--- src/hdl/obcl_pkg.sv ---
// Constants, types and helper functions for the option byte configuration loader
package obcl_pkg;

  // ----------------------------------------------------------------
  // Option byte area
  // ----------------------------------------------------------------
  localparam int unsigned OBCL_NUM_OPT   = 5;
  localparam logic [15:0] OBCL_PRI_BASE  = 16'h0080;  // Primary option byte area
  localparam logic [15:0] OBCL_ALT_BASE  = 16'h1080;  // Area used under boot swap
  localparam logic [2:0]  OBCL_LAST_SLOT = 3'h4;
  localparam logic [7:0]  OBCL_OPT_RST   = 8'h00;     // Byte value before loading

  // Byte 0: watchdog and low-speed oscillator
  localparam int unsigned OBCL_WIN_LSB   = 5;
  localparam int unsigned OBCL_WDT_AUTOSTART_BIT = 4;
  localparam int unsigned OBCL_OVF_LSB   = 1;
  localparam int unsigned OBCL_LOCK_BIT  = 0;
  localparam int unsigned OBCL_RSVD_BIT  = 7;
  // Bytes 1 to 4
  localparam int unsigned OBCL_LVD_BIT    = 0;
  localparam int unsigned OBCL_HSO_BIT    = 0;        // 1 selects 4 MHz, 0 selects 8 MHz
  localparam int unsigned OBCL_DBGPIN_BIT = 1;        // 1 selects the oscillator pins
  localparam int unsigned OBCL_DBG_LSB    = 0;

  localparam logic [1:0] OBCL_DBG_OFF       = 2'h0;
  localparam logic [1:0] OBCL_DBG_FORBID    = 2'h1;
  localparam logic [1:0] OBCL_DBG_ERASE     = 2'h3;

  // ----------------------------------------------------------------
  // Register map: printed offsets are indices, byte address is 4x
  // ----------------------------------------------------------------
  localparam logic [31:0] OBCL_IDX_OPT0   = 32'h0000_0080;
  localparam logic [31:0] OBCL_IDX_STATUS = 32'h0000_0090;
  localparam logic [31:0] OBCL_IDX_CTRL   = 32'h0000_0091;

  localparam int unsigned OBCL_ST_DONE     = 0;
  localparam int unsigned OBCL_ST_SWAP     = 1;
  localparam int unsigned OBCL_ST_DBGBAD   = 2;
  localparam int unsigned OBCL_ST_WDTBAD   = 3;
  localparam int unsigned OBCL_ST_LPDIRTY  = 4;
  localparam int unsigned OBCL_ST_WIDTH    = 5;
  localparam int unsigned OBCL_CTRL_AUXLS  = 0;
  localparam logic [0:0]  OBCL_CTRL_RST    = 1'h0;

  // ----------------------------------------------------------------
  // Types
  // ----------------------------------------------------------------
  typedef enum logic [1:0] {OBCL_LD_START, OBCL_LD_READ, OBCL_LD_WAIT, OBCL_LD_DONE} obcl_ld_state_t;

  typedef struct packed {
    logic [1:0] window;
    logic       autostart;
    logic [2:0] ovf_sel;
    logic       osc_lock;
    logic       lvd_start;
    logic       hso_4mhz;
    logic       dbg_osc_pins;
    logic [1:0] dbg_ctrl;
  } obcl_cfg_t;

  localparam obcl_cfg_t OBCL_CFG_RST = '0;

  typedef struct packed {
    logic valid;
    logic data_area;
    logic lvd_byte;
  } obcl_flash_req_t;

  // Watchdog overflow exponent in low-speed clock periods
  function automatic logic [4:0] obcl_ovf_exp(input logic [2:0] sel);
    case (sel)
      3'h0:    obcl_ovf_exp = 5'h07;
      3'h1:    obcl_ovf_exp = 5'h08;
      3'h2:    obcl_ovf_exp = 5'h09;
      3'h3:    obcl_ovf_exp = 5'h0A;
      3'h4:    obcl_ovf_exp = 5'h0C;
      3'h5:    obcl_ovf_exp = 5'h0E;
      3'h6:    obcl_ovf_exp = 5'h0F;
      default: obcl_ovf_exp = 5'h11;
    endcase
  endfunction

  // Byte address of a register index
  function automatic logic [31:0] obcl_reg_addr(input logic [31:0] idx);
    obcl_reg_addr = {idx[29:0], 2'b00};
  endfunction

  // Option byte slot hit, slot number in the low three bits
  function automatic logic [3:0] obcl_opt_slot(input logic [31:0] addr);
    logic [29:0] off;
    off = addr[31:2] - OBCL_IDX_OPT0[29:0];
    obcl_opt_slot = {(off <= 30'(OBCL_LAST_SLOT)) && (addr[1:0] == 2'b00), off[2:0]};
  endfunction

endpackage

--- src/hdl/obcl_loader.sv ---
// Option byte configuration loader with AHB-Lite status access
// What this block does
// - Load five option bytes after every reset
// - Boot swap fetches from the alternate area
// - Start option picks reset release voltage level
// - Start option writable only by external programmer
// - Third byte picks high-speed oscillator frequency
// - Fourth byte picks debug pin pair
// - Fifth byte gives four debug states
// - Debug bits: off, forbidden, no-erase, erase
// - Byte0 bits 6:5 set watchdog window
// - Byte0 bit4 starts watchdog and access detection
// - Byte0 bits 3:1 set watchdog overflow time
// - Byte0 bit0 locks low-speed oscillator running
// - Watchdog keeps counting during self-programming
// - Unlocked oscillator gates watchdog in HALT/STOP
// - Eight-bit timer keeps clock in HALT/STOP
// - Low-power mode rewrites data area only
// - Low-power written flash unreadable in normal mode
`timescale 1ns/100ps
module obcl_loader (
  input  wire logic                      clk,
  input  wire logic                      rst,
  // AHB-Lite slave
  input  wire logic                      hsel,
  input  wire logic [31:0]               haddr,
  input  wire logic [1:0]                htrans,
  input  wire logic                      hwrite,
  input  wire logic [2:0]                hsize,
  input  wire logic [31:0]               hwdata,
  input  wire logic                      hready,
  output logic                           hreadyout,
  output logic                           hresp,
  output logic      [31:0]               hrdata,
  // Flash option byte read port
  output logic                           flash_req,
  output logic      [15:0]               flash_addr,
  input  wire logic                      flash_ack,
  input  wire logic [7:0]                flash_rdata,
  // Mode inputs from logic on this clock
  input  wire logic                      boot_swap,
  input  wire logic                      self_prog,
  input  wire logic                      ext_programmer,
  input  wire logic                      rmc_low_power,
  input  wire logic                      halt_mode,
  input  wire logic                      stop_mode,
  input  wire logic                      lowspeed_osc_stop_req,
  // Analog supply comparators, asynchronous
  input  wire logic                      supply_above_hi,
  input  wire logic                      supply_above_lo,
  // Flash rewrite and read checks
  input  obcl_pkg::obcl_flash_req_t      fw_req,
  input  wire logic                      fr_req,
  output logic                           fw_grant,
  output logic                           fw_refuse,
  output logic                           fr_block,
  // Configuration outputs
  output logic                           cpu_reset_hold,
  output logic                           cfg_done,
  output logic      [1:0]                wdt_window_sel,
  output logic                           wdt_autostart,
  output logic                           wdt_access_det_en,
  output logic      [4:0]                wdt_overflow_exp,
  output logic                           wdt_clk_en,
  output logic                           lowspeed_osc_lock,
  output logic                           lowspeed_osc_run,
  output logic                           aux_8bit_timer_clk_en,
  output logic                           lvd_default_start,
  output logic                           hs_osc_4mhz,
  output logic                           debug_osc_pins,
  output logic                           debug_enable,
  output logic                           debug_erase_on_fail
);

  // ----------------------------------------------------------------
  // Loader state
  // ----------------------------------------------------------------
  obcl_pkg::obcl_ld_state_t state_q, state_d;
  obcl_pkg::obcl_cfg_t      cfg_q;
  logic [2:0]               slot_q;
  logic [15:0]              base_q;
  logic                     req_q, done_q, hold_q, swap_q;
  logic [15:0]              addr_q;

  wire logic take_byte = (state_q == obcl_pkg::OBCL_LD_WAIT) && flash_ack;
  wire logic last_byte = (slot_q == obcl_pkg::OBCL_LAST_SLOT);

  // Loader sequence: one request per byte, dropped between bytes
  always_comb begin
    state_d = state_q;
    case (state_q)
      obcl_pkg::OBCL_LD_START: state_d = obcl_pkg::OBCL_LD_READ;
      obcl_pkg::OBCL_LD_READ:  state_d = obcl_pkg::OBCL_LD_WAIT;
      obcl_pkg::OBCL_LD_WAIT: begin
        if (flash_ack) begin
          state_d = last_byte ? obcl_pkg::OBCL_LD_DONE : obcl_pkg::OBCL_LD_READ;
        end
      end
      default: state_d = obcl_pkg::OBCL_LD_DONE;
    endcase
  end

  // Sequencer registers; the base is caught once, after reset release
  always_ff @(posedge clk or posedge rst) begin
    if (rst) begin
      state_q <= obcl_pkg::OBCL_LD_START;
      slot_q  <= '0;
      base_q  <= obcl_pkg::OBCL_PRI_BASE;
      swap_q  <= 1'b0;
      req_q   <= 1'b0;
      addr_q  <= '0;
      done_q  <= 1'b0;
    end else begin
      state_q <= state_d;
      if (state_q == obcl_pkg::OBCL_LD_START) begin
        base_q <= boot_swap ? obcl_pkg::OBCL_ALT_BASE : obcl_pkg::OBCL_PRI_BASE;
        swap_q <= boot_swap;
      end
      if (state_q == obcl_pkg::OBCL_LD_READ) begin
        req_q  <= 1'b1;
        addr_q <= base_q + {13'h0, slot_q};
      end else if (take_byte) begin
        req_q  <= 1'b0;
        slot_q <= last_byte ? slot_q : slot_q + 3'h1;
      end
      done_q <= done_q || (take_byte && last_byte);
    end
  end

  // Field capture, one byte at a time; nothing changes once loaded
  always_ff @(posedge clk or posedge rst) begin
    if (rst) begin
      cfg_q <= obcl_pkg::OBCL_CFG_RST;
    end else if (take_byte && !done_q) begin
      case (slot_q)
        3'h0: begin
          cfg_q.window    <= flash_rdata[obcl_pkg::OBCL_WIN_LSB +: 2];
          cfg_q.autostart <= flash_rdata[obcl_pkg::OBCL_WDT_AUTOSTART_BIT];
          cfg_q.ovf_sel   <= flash_rdata[obcl_pkg::OBCL_OVF_LSB +: 3];
          cfg_q.osc_lock  <= flash_rdata[obcl_pkg::OBCL_LOCK_BIT];
        end
        3'h1: cfg_q.lvd_start    <= flash_rdata[obcl_pkg::OBCL_LVD_BIT];
        3'h2: cfg_q.hso_4mhz     <= flash_rdata[obcl_pkg::OBCL_HSO_BIT];
        3'h3: cfg_q.dbg_osc_pins <= flash_rdata[obcl_pkg::OBCL_DBGPIN_BIT];
        default: cfg_q.dbg_ctrl  <= flash_rdata[obcl_pkg::OBCL_DBG_LSB +: 2];
      endcase
    end
  end

  // Raw bytes kept for software readback; byte 0 also feeds a sanity flag
  logic [7:0] store_rd;
  logic       wdt_bad_q;
  logic [3:0] ap_slot;
  obcl_opt_store #(
    .DEPTH (obcl_pkg::OBCL_NUM_OPT),
    .WIDTH (8)
  ) u_store (
    .clk       (clk),
    .rst       (rst),
    .wr_en     (take_byte && !done_q),
    .wr_idx    (slot_q),
    .wr_data   (flash_rdata),
    .rd_idx    (ap_slot[2:0]),
    .rd_data_q (store_rd)
  );

  // ----------------------------------------------------------------
  // Supply level and reset hold
  // ----------------------------------------------------------------
  logic [1:0] hi_sync_q, lo_sync_q;

  // Two-stage synchronisers for the comparator outputs
  always_ff @(posedge clk or posedge rst) begin
    if (rst) begin
      hi_sync_q <= '0;
      lo_sync_q <= '0;
    end else begin
      hi_sync_q <= {hi_sync_q[0], supply_above_hi};
      lo_sync_q <= {lo_sync_q[0], supply_above_lo};
    end
  end

  // Before the byte is loaded the lower level applies, the safe default
  wire logic supply_ok = cfg_q.lvd_start ? hi_sync_q[1] : lo_sync_q[1];

  always_ff @(posedge clk or posedge rst) begin
    if (rst) begin
      hold_q <= 1'b1;
    end else begin
      hold_q <= !done_q || !supply_ok;
    end
  end

  // ----------------------------------------------------------------
  // Watchdog and oscillator clock gating
  // ----------------------------------------------------------------
  logic wdt_clk_q, osc_run_q, aux_clk_q, ctrl_aux_q;

  // Self-programming is deliberately absent from the gate terms
  wire logic wdt_gate = !cfg_q.osc_lock && (halt_mode || stop_mode);

  always_ff @(posedge clk or posedge rst) begin
    if (rst) begin
      wdt_clk_q <= 1'b0;
      osc_run_q <= 1'b1;
      aux_clk_q <= 1'b0;
    end else begin
      wdt_clk_q <= done_q && cfg_q.autostart && !wdt_gate;
      osc_run_q <= cfg_q.osc_lock || !lowspeed_osc_stop_req;
      aux_clk_q <= ctrl_aux_q && (cfg_q.osc_lock || !lowspeed_osc_stop_req);
    end
  end

  // ----------------------------------------------------------------
  // Flash rewrite and read checks
  // ----------------------------------------------------------------
  logic grant_q, refuse_q, lp_dirty_q, fr_block_q;

  wire logic lvd_denied  = fw_req.lvd_byte && (!ext_programmer || self_prog || boot_swap);
  wire logic area_denied = !fw_req.data_area && rmc_low_power;
  wire logic fw_ok       = fw_req.valid && !lvd_denied && !area_denied;

  // Low-power writes leave a mark that blocks normal-mode reads until reset
  always_ff @(posedge clk or posedge rst) begin
    if (rst) begin
      grant_q    <= 1'b0;
      refuse_q   <= 1'b0;
      lp_dirty_q <= 1'b0;
      fr_block_q <= 1'b0;
    end else begin
      grant_q    <= fw_ok;
      refuse_q   <= fw_req.valid && !fw_ok;
      lp_dirty_q <= lp_dirty_q || (fw_ok && rmc_low_power);
      fr_block_q <= fr_req && lp_dirty_q && !rmc_low_power;
    end
  end

  // Sanity flag for the forbidden watchdog combination or bit 7 set
  always_ff @(posedge clk or posedge rst) begin
    if (rst) begin
      wdt_bad_q <= 1'b0;
    end else if (take_byte && !done_q && (slot_q == 3'h0)) begin
      wdt_bad_q <= flash_rdata[obcl_pkg::OBCL_RSVD_BIT] || (flash_rdata[6:1] == 6'h00);
    end
  end

  // ----------------------------------------------------------------
  // AHB-Lite slave
  // ----------------------------------------------------------------
  logic        dp_rd_q, dp_wr_q, rdy_q;
  logic [31:0] dp_addr_q, rdata_q;

  wire logic ap_valid = hsel && htrans[1] && hready;
  assign ap_slot = obcl_pkg::obcl_opt_slot(haddr);
  wire logic [3:0] dp_slot = obcl_pkg::obcl_opt_slot(dp_addr_q);
  wire logic hit_st = (dp_addr_q == obcl_pkg::obcl_reg_addr(obcl_pkg::OBCL_IDX_STATUS));
  wire logic hit_ct = (dp_addr_q == obcl_pkg::obcl_reg_addr(obcl_pkg::OBCL_IDX_CTRL));
  wire logic [obcl_pkg::OBCL_ST_WIDTH-1:0] status = {lp_dirty_q, wdt_bad_q,
                                                     cfg_q.dbg_ctrl == obcl_pkg::OBCL_DBG_FORBID,
                                                     swap_q, done_q};
  wire logic [31:0] rd_mux = dp_slot[3] ? {24'h0, store_rd} :
                             hit_st     ? {27'h0, status}   :
                             hit_ct     ? {31'h0, ctrl_aux_q} : 32'h0;

  // Transfer tracking; reads take one wait state for the store
  always_ff @(posedge clk or posedge rst) begin
    if (rst) begin
      dp_rd_q   <= 1'b0;
      dp_wr_q   <= 1'b0;
      dp_addr_q <= '0;
      rdy_q     <= 1'b1;
    end else begin
      if (rdy_q) begin
        dp_rd_q   <= ap_valid && !hwrite;
        dp_wr_q   <= ap_valid && hwrite;
        dp_addr_q <= haddr;
      end
      rdy_q <= !(ap_valid && !hwrite && rdy_q);
    end
  end

  // Read data and the control register
  always_ff @(posedge clk or posedge rst) begin
    if (rst) begin
      rdata_q    <= '0;
      ctrl_aux_q <= obcl_pkg::OBCL_CTRL_RST;
    end else begin
      if (dp_rd_q && !rdy_q) begin
        rdata_q <= rd_mux;
      end
      if (dp_wr_q && rdy_q && hit_ct) begin
        ctrl_aux_q <= hwdata[obcl_pkg::OBCL_CTRL_AUXLS];
      end
    end
  end

  // ----------------------------------------------------------------
  // Outputs
  // ----------------------------------------------------------------
  assign hreadyout             = rdy_q;
  assign hresp                 = 1'b0;          // Always OKAY
  assign hrdata                = rdata_q;
  assign flash_req             = req_q;
  assign flash_addr            = addr_q;
  assign fw_grant              = grant_q;
  assign fw_refuse             = refuse_q;
  assign fr_block              = fr_block_q;
  assign cpu_reset_hold        = hold_q;
  assign cfg_done              = done_q;
  assign wdt_window_sel        = cfg_q.window;
  assign wdt_autostart         = cfg_q.autostart;
  assign wdt_access_det_en     = cfg_q.autostart;
  assign wdt_clk_en            = wdt_clk_q;
  assign lowspeed_osc_lock     = cfg_q.osc_lock;
  assign lowspeed_osc_run      = osc_run_q;
  assign aux_8bit_timer_clk_en = aux_clk_q;
  assign lvd_default_start     = cfg_q.lvd_start;
  assign hs_osc_4mhz           = cfg_q.hso_4mhz;
  assign debug_osc_pins        = cfg_q.dbg_osc_pins;
  assign debug_enable          = cfg_q.dbg_ctrl[1];

  // Exponent table kept in the package, looked up into a register here
  // The erase decode is registered too, so no output comes from a gate
  logic [4:0] exp_q;
  logic       erase_q;
  always_ff @(posedge clk or posedge rst) begin
    if (rst) begin
      exp_q   <= obcl_pkg::obcl_ovf_exp(3'h0);
      erase_q <= 1'b0;
    end else begin
      exp_q   <= obcl_pkg::obcl_ovf_exp(cfg_q.ovf_sel);
      erase_q <= (cfg_q.dbg_ctrl == obcl_pkg::OBCL_DBG_ERASE);
    end
  end
  assign wdt_overflow_exp    = exp_q;
  assign debug_erase_on_fail = erase_q;

  // ----------------------------------------------------------------
  // Assertions
  // ----------------------------------------------------------------
  a_hold_until_load: assert property (@(posedge clk) disable iff (rst)
    !done_q |=> hold_q) else $error("reset hold released before load");
  a_base_select: assert property (@(posedge clk) disable iff (rst)
    (state_q == obcl_pkg::OBCL_LD_START) |=>
      (base_q == ($past(boot_swap) ? obcl_pkg::OBCL_ALT_BASE : obcl_pkg::OBCL_PRI_BASE)))
    else $error("wrong option byte base");
  a_cfg_frozen: assert property (@(posedge clk) disable iff (rst)
    done_q ##1 done_q |-> $stable(cfg_q)) else $error("configuration changed after load");
  a_lvd_level: assert property (@(posedge clk) disable iff (rst)
    (done_q && cfg_q.lvd_start && !hi_sync_q[1]) |=> hold_q) else $error("high level ignored");
  a_lvd_guard: assert property (@(posedge clk) disable iff (rst)
    (fw_req.valid && fw_req.lvd_byte && (self_prog || boot_swap)) |=> (refuse_q && !grant_q))
    else $error("start option write accepted");
  a_lp_prog_area: assert property (@(posedge clk) disable iff (rst)
    (fw_req.valid && !fw_req.data_area && rmc_low_power) |=> refuse_q) else $error("program area rewrite in low power");
  a_lp_read_block: assert property (@(posedge clk) disable iff (rst)
    (fw_ok && rmc_low_power) ##1 (fr_req && !rmc_low_power) |=> fr_block_q) else $error("read not blocked");
  a_wdt_gate: assert property (@(posedge clk) disable iff (rst)
    (!cfg_q.osc_lock && stop_mode) |=> !wdt_clk_q) else $error("watchdog clock not gated");
  a_wdt_selfprog: assert property (@(posedge clk) disable iff (rst)
    (done_q && cfg_q.autostart && self_prog && !halt_mode && !stop_mode) |=> wdt_clk_q)
    else $error("watchdog stopped in self-programming");
  a_aux_clock: assert property (@(posedge clk) disable iff (rst)
    (ctrl_aux_q && cfg_q.osc_lock && halt_mode) |=> aux_clk_q) else $error("timer clock lost in halt");
  a_read_wait: assert property (@(posedge clk) disable iff (rst)
    (ap_valid && !hwrite && rdy_q) |=> !rdy_q ##1 rdy_q) else $error("read wait state wrong");

  c_load_done: cover property (@(posedge clk) disable iff (rst) $rose(done_q));
  c_swap_load: cover property (@(posedge clk) disable iff (rst) swap_q && $rose(done_q));
  c_refused:   cover property (@(posedge clk) disable iff (rst) refuse_q);
  c_bus_read:  cover property (@(posedge clk) disable iff (rst) dp_rd_q && dp_slot[3] && rdy_q);

endmodule

--- src/hdl/obcl_opt_store.sv ---
// Small store for the raw option bytes with registered read data
`timescale 1ns/100ps
module obcl_opt_store #(
  parameter int unsigned DEPTH = 5,
  parameter int unsigned WIDTH = 8
) (
  input  wire logic             clk,
  input  wire logic             rst,
  input  wire logic             wr_en,
  input  wire logic [2:0]       wr_idx,
  input  wire logic [WIDTH-1:0] wr_data,
  input  wire logic [2:0]       rd_idx,
  output logic      [WIDTH-1:0] rd_data_q
);

  logic [WIDTH-1:0] mem_q [DEPTH];

  // Write port; slots beyond the depth are ignored
  always_ff @(posedge clk or posedge rst) begin
    if (rst) begin
      for (int i = 0; i < DEPTH; i++) begin
        mem_q[i] <= obcl_pkg::OBCL_OPT_RST;
      end
    end else if (wr_en && (32'(wr_idx) < DEPTH)) begin
      mem_q[wr_idx] <= wr_data;
    end
  end

  // Registered read; out-of-range slots read as zero
  always_ff @(posedge clk or posedge rst) begin
    if (rst) begin
      rd_data_q <= '0;
    end else if (32'(rd_idx) < DEPTH) begin
      rd_data_q <= mem_q[rd_idx];
    end else begin
      rd_data_q <= '0;
    end
  end

endmodule

--- config.mk ---
export PLATFORM = sky130hd
export DESIGN_NAME = obcl_loader
export DESIGN_NICKNAME = d
export VERILOG_FILES = /design/src/hdl/obcl_pkg.sv /design/src/hdl/obcl_loader.sv /design/src/hdl/obcl_opt_store.sv
export SDC_FILE = /design/constraint.sdc
export NUM_CORES = 1
export LEC_CHECK = 0
export ABC_AREA = 1
export BUFFER_PORTS_ARGS = -buffer_cell sky130_fd_sc_hd__buf_4
export CAP_MARGIN = 10
export CORE_AREA = 2 2 129 131
export DETAILED_ROUTE_END_ITERATION = 10
export DIE_AREA = 0 0 131 133
export PLACE_DENSITY = 0.69
export SLEW_MARGIN = 20
export SYNTH_ARGS = -nofsm -noshare
export SYNTH_HDL_FRONTEND = slang
export SYNTH_SLANG_ARGS = --single-unit
--- constraint.sdc ---
create_clock -name clk -period 5 [get_ports clk]
set_input_delay 0.75 -clock clk [delete_from_list [all_inputs] [get_ports clk]]
set_output_delay 0.75 -clock clk [all_outputs]
set_load 0.03 [all_outputs]
Word-level counts from Yosys, hierarchy flattened:

Index checks and enable logic that the tools add are counted.

* add/sub/neg operators: 4
* $lt $le $gt $ge: 6
* equality and inequality tests: 17
* muxes and demuxes: 18
* bitwise operators: 5
* reduce and logical (&&, ||, !) cells: 62

Operators with widths (number)
* equality test 32 x 10 -> 1 bit, second input constant: 2
* bitwise mux 40 bit: 1
* two-way mux 8 bit: 5
* case mux 5 bit (7 select lines): 1
* less-or-equal comparator 30 x 3 -> 1 bit, second input constant: 1
* subtractor 30 x 8 -> 30 bit, second input constant: 1
* logical AND 1 bit: 27
* binary-select mux 8 bit (select 3 bit): 1
* demux 8 bit (select 3 bit): 1
* adder 16 x 3 -> 16 bit: 1
* logical NOT 1 bit: 14
* two-way mux 13 bit: 1
* equality test 3 x 2 -> 1 bit, second input constant: 4
* equality test 3 bit, second input constant: 4
* AND reduction 2 bit: 5
* >= comparator 4 bit, second input constant: 2
* logical OR 1 bit: 8
* NOT 3 -> 4 bit: 2
* equality test 3 x 1 -> 1 bit, second input constant: 2
* logical NOT 3 bit: 2
* logical NOT 6 bit: 1
* less-than comparator 3 bit, second input constant: 2
* case mux 2 bit (3 select lines): 1
* two-way mux 5 bit: 1
* 13 further kinds: 22

* register bits after elaboration: 187
* input bits: 96

Depth between registers and ports, before layout:

* depth after elaboration: 9
* gate-level depth with buffers: 14
* gate-level depth less buffers: 14

Cells and area by module:

Synthesis repeated with hierarchy kept, for this count alone.

* cell total of the unflattened synthesis: 801
* area total of the unflattened synthesis: 6745.2 µm²

Modules (own cells, without submodules)
* obcl_loader: times used 1, cells an instance 567, area an instance 4556.9 µm²
* obcl_opt_store: times used 1, cells an instance 234, area an instance 2188.3 µm²

Worst setup path after synthesis:

No wires, ideal clock.

* path type: in2reg
* start: in flash_ack
* end: reg u_store.mem_q[32] (netlist name)
* data arrival time: 1.750 ns
* slack: 3.132 ns
* stages: 6
* path buffers: 1
* cell sequence: nand3_1 > nor2_2 > nand3_1 > clkbuf_1 > a21oi_1 > inv_1

* word-level cells in the longest chain between the ends: 3

Ends and longest elaborated chain
* start: declaration: RTL line obcl_loader.sv:38 `input wire logic flash_ack,`
* logical AND 1 bit: RTL line obcl_loader.sv:85 `wire logic take_byte = (state_q == obcl_pkg::OBCL_LD_WAIT) && flash_ack;`
* logical AND 1 bit: RTL line obcl_loader.sv:160 `.wr_en (take_byte && !done_q),`
* logical AND 1 bit: RTL line obcl_opt_store.sv:24 `end else if (wr_en && (32'(wr_idx) < DEPTH)) begin`
* end signal: indexed assignment: RTL line obcl_opt_store.sv:22 `mem_q[i] <= obcl_pkg::OBCL_OPT_RST;`
* end signal: indexed assignment: RTL line obcl_opt_store.sv:25 `mem_q[wr_idx] <= wr_data;`
* end: declaration: RTL line obcl_opt_store.sv:16 `logic [WIDTH-1:0] mem_q [DEPTH];`

No other way between the ends.
A chain may end at the register's enable or synchronous reset.

Worst setup path after layout:

* start: reg rdy_q (netlist: hreadyout)
* end: out hreadyout

RTL lines
* start: declaration: RTL line obcl_loader.sv:250 `logic dp_rd_q, dp_wr_q, rdy_q;`
* start signal: assignment: RTL line obcl_loader.sv:278 `rdy_q <= !(ap_valid && !hwrite && rdy_q);`
* end: declaration: RTL line obcl_loader.sv:32 `output logic hreadyout,`

No word-level cell between the ends.

==> impl_metrics.csv <==
group,metric,value,unit
outcome,status,"completed",
critical_path,slowest_delay,1130,ps
synthesis,syn_inst,761,
clock_network,cts_tree,"built",
clock_network,cts_resized,0,
grt,grt.met3_usage,4.69,%
power,p_comb_share,7.8,%
timing,clock_skew,9.98,ps
die,ios,170,
die,dieHeight,133,um
power,p_int,0.00194,W
clock_network,cts_root_buf,"clkbuf_16",
timing,maxSlewViolCount,0,
critical_path,critical_path.max_fanout,64,
finish,drive_above_1_share,17.6,%
critical_path,critPathBufInv,1,
timing,rsz0062_at_grt,"no",
grt,grt_max_degree,82,
grt,top_usage_layer,"met2",
min_path,min-delay-start,"hi_sync_q[0]$_DFF_PP0_",
clock_network,cts_buffers,17,
critical_path,r2r_slack,2700,ps
route,viasPerCell,4.71,
power,leakagePower,3.97,nW
critical_path,crit_type,"reg -> out",
route,wl,14700,um
timing,period_share,52.2,%
finish,fill_cells,1583,
synthesis,yosysTopAreaCellShare,51.3,%
grt,grt_use_met2,28.0,%
finish,final_common_cell,"nand2_1",
power,p_switching,0.000644,W
timing,setup_viol,0,
grt,grt_pass1_vias,4913,
finish,final_cell_mix,"nand2_1 (171), dfrtp_1 (130), o21ai_0 (105)",
finish,syn_to_final_growth,21.9,%
synthesis,synth_edf_count,0,
clock_network,ctsLongestPathBuffers,2,
critical_path,worstPathRequired,4250,ps
route,vias,5137,
clock_network,cts_hold_buffers,0,
synthesis,synth_flop_cell,"dfrtp_1",
finish,fin_nets,961,
synthesis,synth_cell_types,33,
grt,use_met1,23.8,%
timing,max_slew_margin,37.3,%
timing,tightest_slew,941,ps
timing,fmax,383,MHz
synthesis,yosys_warnings,0,
power,seqPwrFrac,44.4,%
clock_network,worstSkewPairLatency,420,ps
timing,worst_hold_slack,351,ps
flow_run,drv_cap,0,
min_path,hold_path_depth,0,
power,switching_share,24.9,%
min_path,hold_class,"reg -> reg",
clock_network,path_clk_slew,60,ps
finish,fin_cells,1091,
finish,antenna_cells,0,
die,chipWidth,131,um
power,power.total,0.00259,W
timing,tns,0,ps
critical_path,cp_cell_sequence,"buf_4",
synthesis,ys_ff_latch,136,
route,drt-initial-drc-count,359,
grt,grt_overflow,0,
die,start_util,39.2,%
critical_path,timing.rr.end,"hrdata[3]$_DFFE_PP0P_",
critical_path,critPathSlowestCell,"dfstp_2",
die,fp.dieArea,0.0174,mm2
synthesis,synthTopCellsByArea,"dfrtp_1 (51%), nand2_1 (10%), o21ai_0 (8.3%), nor2_1 (5.1%), inv_1 (5.1%)",
die,core,0.0162,mm2
power,clockPowerShare,47.8,%
route,antenna_left,0,
synthesis,synth-seq-area-share,53.7,%
grt,gr-usage-all-layers,17.8,%
synthesis,syn_avg_cell_area,8.34,um2
grt,grt_first_pass_wirelength,24000,um
critical_path,reg2regPathDepth,5,
placed_design,place_inst,1059,
placed_design,dp_hpwl,10500,um
placed_design,gp_congestion,0.847,
synthesis,synth_top_area_cell,"dfrtp_1",
grt,antenna_found_initial,0,
die,row_count,47,
power,ir_worst_vdd,0.228,mV
synthesis,synthArstFlopShare,100,%
route,drt-wirelength-per-cell,13.5,um
timing,hold_viol,0,
clock_network,cts_setup_buffers,0,
route,drc,0,
min_path,min_to,"hi_sync_q[1]$_DFF_PP0_",
critical_path,start_kind,"register",
route,dr.pass1.iters,6,
critical_path,worstPathArrival,1860,ps
clock_network,cts.sinks,136,
critical_path,cp_top_family,"flip-flops",
critical_path,endpoint_kind,"primary output",
placed_design,io_buffer_count,98,
critical_path,crit_path_start,"hreadyout$_DFF_PP1_",
synthesis,netlist_area,0.00635,mm2
critical_path,worstReg2RegStart,"hreadyout$_DFF_PP1_",
clock_network,cts_max_level,4,
timing,fin_crit,2610,ps
power,power_density,334,mW/mm2
cells by family after synthesis:
| group | Yosys count | synth area share [%] |
|---|---|---|
| buffers and inverters | 143 | 10.8 |
| other | 1 | 0.0591 |
| AND/OR/NAND/NOR | 323 | 21.4 |
| XOR/XNOR | 3 | 0.414 |
| flip-flops | 136 | 53.7 |
| adder cells (fa/ha/maj) | 7 | 1.50 |
| AO/OA/AOI/OAI | 148 | 12.1 |
power by group through the flow:
stage | registers (W) | logic, W | clock network [W]
after floorplan | 0.00117 | 0.000147 | 0
final | 0.00115 | 0.000201 | 0.00124
after global routing | 0.00115 | 0.000225 | 0.00131
after detailed placement | 0.00117 | 0.000201 | 0
after global placement | 0.00117 | 0.000200 | 0
after CTS | 0.00115 | 0.000203 | 0.00127
registers in the layout, summed over array words and instances (netlist names), 2 cells and up:
name and count:
cfg_q 4, u_store.mem_q 40, state_q 2, lo_sync_q 2, dp_addr_q 32, u_store.rd_data_q 8, wdt_window_sel 2, hi_sync_q 2
flash_addr 5, wdt_overflow_exp 5, hrdata 8, slot_q 3
per-stage QoR:
stage,area [um2],setup slack (ps),util [%]
after floorplan,6480,620,-
after global placement,7150,2650,44.2
after detailed placement,7150,2610,44.2
after CTS,7730,2330,47.8
after global routing,7740,2210,47.8
final,7740,2390,47.8
cell usage after synthesis (all sizes together), types with 2 or more instances:
cell type and instances:
inv 86, dfrtp 130, a21oi 24, or2 3
nand4 11, o21ai 110, clkbuf 17, nor2 95
nand3 36, dfstp 6, nand2 174, xor2 2
nor3 2, buf 40, a31oi 8, ha 6
metal layers:
layer  wire length (um)  vias up
met5                  0        -
met4                302        0
met2               6970      133
li1                   -     2557
met1               6690     2424
met3                730       23
cell type report:
| type | instances | area (um2) | share of cell area [%] |
|---|---|---|---|
| inverters | 86 | 328 | 4.24 |
| clock inverters | 13 | 145 | 1.88 |
| well taps | 220 | 275 | 3.56 |
| clock buffers | 19 | 443 | 5.73 |
| multi-input cells | 517 | 2380 | 30.8 |
| repair buffers | 100 | 751 | 9.70 |
| flip-flops and latches | 136 | 3410 | 44.1 |
worst max path at each step:
stage | to | slack (ps) | cells past startpoint
after floorplan | aux_8bit_timer_clk_en$_DFF_PP0_ | 620 | 1
after global placement | u_store.mem_q[22]$_DFFE_PP0P_ | 2650 | 5
after detailed placement | u_store.mem_q[21]$_DFFE_PP0P_ | 2610 | 5
after CTS | hreadyout | 2330 | 1
after global routing | hreadyout | 2210 | 1
final | hreadyout | 2390 | 1
No activity file was read; power rests on OpenSTA's default activity.
